$ cat src/core/timer_consts.svh
`ifndef TIMER_CONSTS_SVH
`define TIMER_CONSTS_SVH

// register indices; byte address is four times the index
`define IDX_TIMER_CONTROL 8'h88
`define IDX_TIMER_MODE_SELECT 8'h89
`define IDX_TIMER_A_LOW_BYTE 8'h8a
`define IDX_TIMER_B_LOW_BYTE 8'h8b
`define IDX_TIMER_A_HIGH_BYTE 8'h8c
`define IDX_TIMER_B_HIGH_BYTE 8'h8d
`define IDX_IRQ_STATUS 8'h90
`define IDX_IRQ_MASK 8'h91

// timer_control bit positions
`define TC_B_FLAG 7
`define TC_B_RUN 6
`define TC_A_FLAG 5
`define TC_A_RUN 4

// timer_mode_select bit positions (mode field low bit, count select, gate)
`define TM_A_MODE 0
`define TM_A_CT 2
`define TM_A_GATE 3
`define TM_B_MODE 4
`define TM_B_CT 6
`define TM_B_GATE 7

// irq status / mask bit positions
`define IRQ_A_BIT 0
`define IRQ_B_BIT 1

// reset values
`define RST_BYTE 8'h00
`define RST_WORD 32'h0000_0000

// processor clocks per machine cycle
`define MACHINE_CYCLE_CLKS 12

`endif

$ cat src/core/timer_pkg.sv
package timer_pkg;

	// two-bit mode field, in field-value order
	typedef enum logic [1:0] {
		MODE_13BIT,
		MODE_16BIT,
		MODE_8BIT_RELOAD,
		MODE_SPLIT
	} timer_mode_e;

	typedef logic [7:0] byte_t;

endpackage : timer_pkg

$ cat src/core/machine_cycle_prescaler.sv
`timescale 1ns/1ps
`default_nettype none
`include "timer_consts.svh"

module machine_cycle_prescaler #(
	parameter int DIVIDE = `MACHINE_CYCLE_CLKS
) (
	input wire logic i_core_clk, // processor clock
	input wire logic i_rst_n, // sync reset, active low
	output logic o_tick // one pulse per machine cycle
);

	logic [7:0] count_reg;

	// free-running divider; tick on the last clock of each machine cycle
	always_ff @(posedge i_core_clk)
	begin
		if (!i_rst_n)
		begin
			count_reg <= `RST_BYTE;
			o_tick <= 1'b0;
		end
		else if (count_reg == 8'(DIVIDE - 1))
		begin
			count_reg <= `RST_BYTE;
			o_tick <= 1'b1;
		end
		else
		begin
			count_reg <= count_reg + 8'h01;
			o_tick <= 1'b0;
		end
	end

endmodule : machine_cycle_prescaler

`default_nettype wire

$ cat src/core/event_sampler.sv
`timescale 1ns/1ps
`default_nettype none

module event_sampler (
	input wire logic i_core_clk, // processor clock
	input wire logic i_rst_n, // sync reset, active low
	input wire logic i_tick, // machine cycle tick
	input wire logic i_level, // external event input
	output logic o_fall // one-cycle pulse per falling edge
);

	logic now_reg;

	// sample once per machine cycle; a 1 then a 0 sample needs two cycles,
	// which caps the count rate; a glitch shorter than a cycle is still counted if a tick samples it
	always_ff @(posedge i_core_clk)
	begin
		if (!i_rst_n)
		begin
			now_reg <= 1'b1;
			o_fall <= 1'b0;
		end
		else
		begin
			o_fall <= i_tick & now_reg & ~i_level;
			if (i_tick)
				now_reg <= i_level;
		end
	end

endmodule : event_sampler

`default_nettype wire

$ cat src/core/dual_timer_counter.sv
`timescale 1ns/1ps
`default_nettype none
`include "timer_consts.svh"

module dual_timer_counter
	import timer_pkg::*;
#(
	parameter int PRESCALE = `MACHINE_CYCLE_CLKS
) (
	input wire logic i_core_clk, // processor clock, 200 MHz
	input wire logic i_rst_n, // sync reset, active low
	input wire logic i_psel, // apb select
	input wire logic i_penable, // apb enable
	input wire logic i_pwrite, // apb direction
	input wire logic [11:0] i_paddr, // apb byte address
	input wire logic [31:0] i_pwdata, // apb write data
	output logic o_pready, // apb ready
	output logic [31:0] o_prdata, // apb read data
	output logic o_pslverr, // apb error, unmapped address
	input wire logic i_timer_a_event_input, // event input of timer a
	input wire logic i_timer_b_event_input, // event input of timer b
	input wire logic i_timer_a_gate, // gate level of timer a
	input wire logic i_timer_b_gate, // gate level of timer b
	input wire logic i_timer_a_ack, // interrupt taken, clears flag a
	input wire logic i_timer_b_ack, // interrupt taken, clears flag b
	output logic o_irq // level interrupt
);

	byte_t timer_control_reg;
	byte_t timer_mode_select_reg;
	byte_t timer_a_low_byte_reg;
	byte_t timer_a_high_byte_reg;
	byte_t timer_b_low_byte_reg;
	byte_t timer_b_high_byte_reg;
	logic [1:0] irq_status_reg;
	logic [1:0] irq_mask_reg;
	logic tick;
	logic fall_a;
	logic fall_b;
	timer_mode_e mode_a;
	timer_mode_e mode_b;
	logic inc_a;
	logic inc_b;
	logic inc_a_high;
	logic [16:0] step_a;
	logic [16:0] step_b;
	logic [16:0] step_a_high;
	logic ovf_a;
	logic ovf_b;
	logic bus_done;
	logic wr_en;
	logic rd_en;
	logic [7:0] idx;
	logic mapped;
	logic [7:0] rd_byte;

	// register index from byte address; upper bits must be zero
	function automatic logic [7:0] addr_index(input logic [11:0] a);
		return a[9:2];
	endfunction : addr_index

	// one count step of a byte pair; bit 16 is the overflow
	function automatic logic [16:0] step(input timer_mode_e m, input byte_t lo,
		input byte_t hi, input logic inc);
		logic [16:0] r;
		logic [13:0] c13;
		logic [16:0] c16;
		logic [8:0] c8;
		r = {1'b0, hi, lo};
		c13 = {1'b0, hi, lo[4:0]} + 14'h0001;
		c16 = {1'b0, hi, lo} + 17'h00001;
		c8 = {1'b0, lo} + 9'h001;
		if (inc)
		begin
			case (m)
				MODE_13BIT: r = {c13[13], c13[12:5], 3'h0, c13[4:0]};
				MODE_16BIT: r = c16;
				MODE_8BIT_RELOAD: r = {c8[8], hi, (c8[8] ? hi : c8[7:0])};
				MODE_SPLIT: r = {c8[8], hi, c8[7:0]};
				default: r = {1'b0, hi, lo};
			endcase
		end
		// 13-bit mode keeps the three upper low-byte bits at zero
		if (m == MODE_13BIT)
			r[7:5] = 3'h0;
		return r;
	endfunction : step

	machine_cycle_prescaler #(
		.DIVIDE(PRESCALE)
	) u_prescaler (
		.i_core_clk(i_core_clk),
		.i_rst_n(i_rst_n),
		.o_tick(tick)
	);

	event_sampler u_sample_a (
		.i_core_clk(i_core_clk),
		.i_rst_n(i_rst_n),
		.i_tick(tick),
		.i_level(i_timer_a_event_input),
		.o_fall(fall_a)
	);

	event_sampler u_sample_b (
		.i_core_clk(i_core_clk),
		.i_rst_n(i_rst_n),
		.i_tick(tick),
		.i_level(i_timer_b_event_input),
		.o_fall(fall_b)
	);

	// mode fields and count enables; no check of illegal combinations,
	// software must avoid first-timer reload without second-timer reload
	always_comb
	begin
		mode_a = timer_mode_e'(timer_mode_select_reg[`TM_A_MODE +: 2]);
		mode_b = timer_mode_e'(timer_mode_select_reg[`TM_B_MODE +: 2]);
		inc_a = timer_control_reg[`TC_A_RUN]
			& (~timer_mode_select_reg[`TM_A_GATE] | i_timer_a_gate)
			& (timer_mode_select_reg[`TM_A_CT] ? fall_a : tick);
		inc_b = timer_control_reg[`TC_B_RUN]
			& (~timer_mode_select_reg[`TM_B_GATE] | i_timer_b_gate)
			& (timer_mode_select_reg[`TM_B_CT] ? fall_b : tick)
			& (mode_b != MODE_SPLIT);
		// split high half counts machine cycles under the second run bit
		inc_a_high = (mode_a == MODE_SPLIT) & timer_control_reg[`TC_B_RUN] & tick;
	end

	// next values and overflow events
	always_comb
	begin
		step_a = step(mode_a, timer_a_low_byte_reg, timer_a_high_byte_reg, inc_a);
		step_b = step(mode_b, timer_b_low_byte_reg, timer_b_high_byte_reg, inc_b);
		step_a_high = step(MODE_SPLIT, timer_a_high_byte_reg, `RST_BYTE, inc_a_high);
		ovf_a = step_a[16];
		// in split mode the second flag belongs to the high half of timer a
		ovf_b = (mode_a == MODE_SPLIT) ? step_a_high[16] : step_b[16];
	end

	// bus decode; a transfer completes on the edge where ready is seen
	always_comb
	begin
		bus_done = i_psel & i_penable & o_pready;
		wr_en = bus_done & i_pwrite;
		rd_en = bus_done & ~i_pwrite;
		idx = addr_index(i_paddr);
		mapped = (i_paddr[11:10] == 2'h0);
		case (idx)
			`IDX_TIMER_CONTROL: rd_byte = timer_control_reg;
			`IDX_TIMER_MODE_SELECT: rd_byte = timer_mode_select_reg;
			`IDX_TIMER_A_LOW_BYTE: rd_byte = timer_a_low_byte_reg;
			`IDX_TIMER_B_LOW_BYTE: rd_byte = timer_b_low_byte_reg;
			`IDX_TIMER_A_HIGH_BYTE: rd_byte = timer_a_high_byte_reg;
			`IDX_TIMER_B_HIGH_BYTE: rd_byte = timer_b_high_byte_reg;
			`IDX_IRQ_STATUS: rd_byte = {6'h00, irq_status_reg};
			`IDX_IRQ_MASK: rd_byte = {6'h00, irq_mask_reg};
			default:
			begin
				rd_byte = `RST_BYTE;
				mapped = 1'b0;
			end
		endcase
	end

	// one wait state: ready rises in the second access cycle
	always_ff @(posedge i_core_clk)
	begin
		if (!i_rst_n)
		begin
			o_pready <= 1'b0;
			o_prdata <= `RST_WORD;
			o_pslverr <= 1'b0;
		end
		else
		begin
			o_pready <= i_psel & i_penable & ~o_pready;
			o_pslverr <= i_psel & i_penable & ~o_pready & ~mapped;
			if (i_psel & i_penable & ~o_pready & ~i_pwrite)
				o_prdata <= {24'h000000, rd_byte};
		end
	end

	// run bits and overflow flags; a hardware set wins over any clear
	always_ff @(posedge i_core_clk)
	begin
		if (!i_rst_n)
			timer_control_reg <= `RST_BYTE;
		else
		begin
			if (wr_en && mapped && idx == `IDX_TIMER_CONTROL)
			begin
				timer_control_reg[`TC_B_RUN] <= i_pwdata[`TC_B_RUN];
				timer_control_reg[`TC_A_RUN] <= i_pwdata[`TC_A_RUN];
			end
			if (ovf_a)
				timer_control_reg[`TC_A_FLAG] <= 1'b1;
			else if (i_timer_a_ack || (wr_en && mapped && idx == `IDX_TIMER_CONTROL))
				timer_control_reg[`TC_A_FLAG] <= ~i_timer_a_ack & i_pwdata[`TC_A_FLAG];
			if (ovf_b)
				timer_control_reg[`TC_B_FLAG] <= 1'b1;
			else if (i_timer_b_ack || (wr_en && mapped && idx == `IDX_TIMER_CONTROL))
				timer_control_reg[`TC_B_FLAG] <= ~i_timer_b_ack & i_pwdata[`TC_B_FLAG];
		end
	end

	// mode select register
	always_ff @(posedge i_core_clk)
	begin
		if (!i_rst_n)
			timer_mode_select_reg <= `RST_BYTE;
		else if (wr_en && mapped && idx == `IDX_TIMER_MODE_SELECT)
			timer_mode_select_reg <= i_pwdata[7:0];
	end

	// timer a bytes; a software write beats a count in the same cycle
	always_ff @(posedge i_core_clk)
	begin
		if (!i_rst_n)
		begin
			timer_a_low_byte_reg <= `RST_BYTE;
			timer_a_high_byte_reg <= `RST_BYTE;
		end
		else
		begin
			if (wr_en && mapped && idx == `IDX_TIMER_A_LOW_BYTE)
				timer_a_low_byte_reg <= i_pwdata[7:0];
			else
				timer_a_low_byte_reg <= step_a[7:0];
			if (wr_en && mapped && idx == `IDX_TIMER_A_HIGH_BYTE)
				timer_a_high_byte_reg <= i_pwdata[7:0];
			else if (mode_a == MODE_SPLIT)
				timer_a_high_byte_reg <= step_a_high[7:0];
			else
				timer_a_high_byte_reg <= step_a[15:8];
		end
	end

	// timer b bytes
	always_ff @(posedge i_core_clk)
	begin
		if (!i_rst_n)
		begin
			timer_b_low_byte_reg <= `RST_BYTE;
			timer_b_high_byte_reg <= `RST_BYTE;
		end
		else
		begin
			if (wr_en && mapped && idx == `IDX_TIMER_B_LOW_BYTE)
				timer_b_low_byte_reg <= i_pwdata[7:0];
			else
				timer_b_low_byte_reg <= step_b[7:0];
			if (wr_en && mapped && idx == `IDX_TIMER_B_HIGH_BYTE)
				timer_b_high_byte_reg <= i_pwdata[7:0];
			else
				timer_b_high_byte_reg <= step_b[15:8];
		end
	end

	// sticky interrupt status, cleared by read; a new overflow wins
	always_ff @(posedge i_core_clk)
	begin
		if (!i_rst_n)
			irq_status_reg <= 2'h0;
		else
		begin
			if (ovf_a)
				irq_status_reg[`IRQ_A_BIT] <= 1'b1;
			else if (rd_en && mapped && idx == `IDX_IRQ_STATUS)
				irq_status_reg[`IRQ_A_BIT] <= 1'b0;
			if (ovf_b)
				irq_status_reg[`IRQ_B_BIT] <= 1'b1;
			else if (rd_en && mapped && idx == `IDX_IRQ_STATUS)
				irq_status_reg[`IRQ_B_BIT] <= 1'b0;
		end
	end

	// mask register, one enables the source
	always_ff @(posedge i_core_clk)
	begin
		if (!i_rst_n)
			irq_mask_reg <= 2'h0;
		else if (wr_en && mapped && idx == `IDX_IRQ_MASK)
			irq_mask_reg <= i_pwdata[1:0];
	end

	// level interrupt, one cycle behind the status bits
	always_ff @(posedge i_core_clk)
	begin
		if (!i_rst_n)
			o_irq <= 1'b0;
		else
			o_irq <= |(irq_status_reg & irq_mask_reg);
	end

endmodule : dual_timer_counter

`default_nettype wire

$ cat config.mk
export PLATFORM = sky130hd
export DESIGN_NAME = dual_timer_counter
export DESIGN_NICKNAME = d
export VERILOG_FILES = /design/src/core/timer_pkg.sv /design/src/core/machine_cycle_prescaler.sv /design/src/core/event_sampler.sv /design/src/core/dual_timer_counter.sv
export VERILOG_INCLUDE_DIRS = /design/src /design/src/core
export SDC_FILE = /design/constraint.sdc
export NUM_CORES = 1
export LEC_CHECK = 0
export BUFFER_PORTS_ARGS = -buffer_cell sky130_fd_sc_hd__buf_2
export CAP_MARGIN = 10
export CORE_AREA = 2 2 90 92
export DETAILED_ROUTE_END_ITERATION = 7
export DIE_AREA = 0 0 92 94
export MAX_ROUTING_LAYER = met4
export PLACE_DENSITY_LB_ADDON = 0.12
export SETUP_SLACK_MARGIN = 0.1
export SYNTH_ARGS = -nofsm -noshare
export SYNTH_HDL_FRONTEND = slang
export SYNTH_SLANG_ARGS = --single-unit
export TNS_END_PERCENT = 1
$ cat constraint.sdc
create_clock -name i_core_clk -period 5.25 [get_ports i_core_clk]
set_input_delay 1.05 -clock i_core_clk [delete_from_list [all_inputs] [get_ports i_core_clk]]
set_output_delay 1.05 -clock i_core_clk [all_outputs]
set_load 0.01 [all_outputs]
==> run summary <==
utilization after layout = 0.636
vias per std cell = 6.32
worst reg2reg endpoint = timer_a_low_byte_reg[5]
CP Cell Sequence = buf_2, inv_1, nor2_1, buf_4, and4_1, nand3b_1, or2_2, a21oi_1
Worst Path Max Fanout = 16
Slew @ Worst Pin = 1.04 ns
first-pass GRT wire length = 21100 µm
gpl congestion = 1.03
Crit path largest cell delay = 0.49 ns
maximum clock insertion buffer count = 2
Worst Hold Class = reg2reg
Post-Syn Area per Cell = 7.79 µm²
Routed WL per cell = 19.3 µm
critical hold path startpoint = u_prescaler.count_reg[0]
CP required = 5.52 ns
Synth cell types = 72
DRC = 0
RSZ-0062 raised after global routing = no
final hold viol count = 0
Leakage = 1.61 nW
Core Area = 7610 µm²
top_reg_cell synth = dfxtp_1
setup violators final = 0
crit share post-route = 0.575
outcome = finished clean
TritonCTS clock tree = done
area share of the largest cell type after synthesis = 0.320
Post-CTS Setup Bufs = 0
WHS Endpoint = u_prescaler.count_reg[0]
Post-Syn Area = 4510 µm²
Die X = 92 µm
DR pass1 iterations = 5
root buffer cell = clkbuf_8
kind of critical path = in2reg
die extent in y = 94 µm
placed cell areas = 4610 µm²
clk sinks = 72
Area Growth Syn to Fin = 7.24%
synth warn = 0
vias in the first global route = 3958
hold bufs inserted after CTS = 0
leading area contributor after synthesis = dfxtp_1
I/O pin count = 90
worst skew pair latency = 0.36 ns
DR vias = 4450
Synth area leaders = dfxtp_1 (32%), a21oi_1 (6.7%), nand2_1 (5.7%)
Fillers = 733
sequential share of the synthesized area = 0.320
Post-synth EDFFs = 0
initial antenna violation count = 1
Pwr Density = 234 nW/µm²
Final Critical Period = 3.02 ns
commonest non-fill, non-tap cell in the layout = dfxtp_1
worst path arrival time = 3.29 ns
layout cells sized above 1 = 0.138
dpl hpwl = 9780 µm
H-tree levels = 3
achievable frequency = 331 MHz
Post-Route Setup TNS = 0 ns
Finished Layout Cells = 704
worst path bufs/invs = 3
CP max-delay cell = nand3b_1
asr flop ratio synth = 0
starting density of the core = 0.593
GR Overflow Total = 0
Crit path max-delay family = simple AND/OR/NAND/NOR gates
DP Cell Count = 688
reg2reg path depth = 6
Worst Skew = 0.0120 ns
reg-to-reg critical path startpoint = o_pready
number of buffers added on ports = 39
Seq cells post-synth = 72
Final Instance Area = 4840 µm²
Total Wirelength = 13600 µm
CTS buffer count = 9
clk slew on worst S/H paths = 0.08 ns
antenna viol nets, final = 0
CP startpoint = i_paddr[2]
Mapped Cells = 579
1st-iter DRT viols = 307
Critical Path Start Type = input pin
Max Cap Viol = 0
total track usage = 0.328
area of the die = 8650 µm²
crit end category = flip-flop
Register-to-Register Setup Slack = 2.89 ns
nets@finish = 656
# rows = 32
largest net degree at the start of global routing = 46
VDD IR max = 0.000175 V
CTS resizes = 0
max-slew violations = 0
Slew HR = 0.302
commonest non-fill, non-tap cells in the layout = dfxtp_1 (72), nand2_1 (69), a21oi_1 (60)
hold depth = 1
[area by class of cell]
class,count,area (µm²),share of cell area
multi-input cells,461,2790,0.577
well taps,102,128,0.0264
inverters,12,45.0,0.00931
repair buffers,41,210,0.0435
diodes,1,2.50,0.000517
clock buffers,10,138,0.0285
clock inverters,5,81.3,0.0168
flip-flops and latches,72,1440,0.298
[logic make-up (layout without fill, tap and decap cells)]
family                     count (synthesis)  count (layout)  share of synthesized area
muxes                                     21              21                     0.0588
DFF                                       72              72                      0.320
buffers and inverters                     69              68                     0.0807
and+or+nand+nor                          225             225                      0.263
other                                      1              25                   0.000832
AOI/OAI and AO/OA                        168             168                      0.229
xor gates and xnor gates                  19              19                     0.0369
adders and majority gates                  4               4                     0.0111
[Yosys cell counts (3+ instances only)]
library cell   n
nand2_1       69
a211oi_1       5
inv_1         10
o2111ai_1      4
xnor2_1       10
xor2_1         9
or2_2          3
o32ai_1        3
and3_1         9
o22ai_1        9
nand2b_1       3
mux2i_1       13
a21oi_1       60
or3_1          3
nor3_1        14
and4_1         4
dfxtp_1       72
nor3b_1        5
a22oi_1        6
mux2_2         4
o211ai_1       3
ha_1           4
nand3_1       34
buf_4         24
mux4_2         4
o21ai_0       42
clkbuf_1      20
nor2_1        43
buf_2         11
a31oi_1       11
nand4_1       11
[report_power, final]
group | leakage (nW) | switching [W] | internal, W
registers | 0.582 | 0.00000384 | 0.000551
logic | 0.923 | 0.0000565 | 0.0000232
clock network | 0.108 | 0.000219 | 0.000278
[per-stage QoR]
step / power [W] / hold WS, ns / setup WS (ns)
2_1_floorplan: 0.000625 / 0.426 / 2.72
5_1_grt: 0.00116 / 0.500 / 2.06
6_report: 0.00113 / 0.462 / 2.23
3_5_place_dp: 0.000645 / 0.451 / 1.88
4_1_cts: 0.00113 / 0.466 / 2.25
3_3_place_gp: 0.000644 / 0.440 / 1.95
[per-layer routing]
| layer | part of all wire | GRT usage | up-vias |
|---|---|---|---|
| li1 | - | - | 2115 |
| met1 | 0.41 | 0.433 | 2105 |
| met2 | 0.49 | 0.532 | 208 |
| met3 | 0.090 | 0.0514 | 22 |
| met4 | 0.015 | 0.0871 | 0 |
| met5 | 0 | - | - |
[worst max path at each step]
stage | to | slack [ns] | depth (start not counted)
global placement | timer_b_high_byte_reg[2] | 1.95 | 8
finish | timer_b_high_byte_reg[2] | 2.23 | 8
global route | timer_b_high_byte_reg[2] | 2.06 | 8
detailed placement | timer_b_high_byte_reg[2] | 1.88 | 8
floorplan | timer_b_low_byte_reg[1] | 2.72 | 9
CTS | timer_b_high_byte_reg[2] | 2.25 | 8
(Power assumes the default switching activity.)
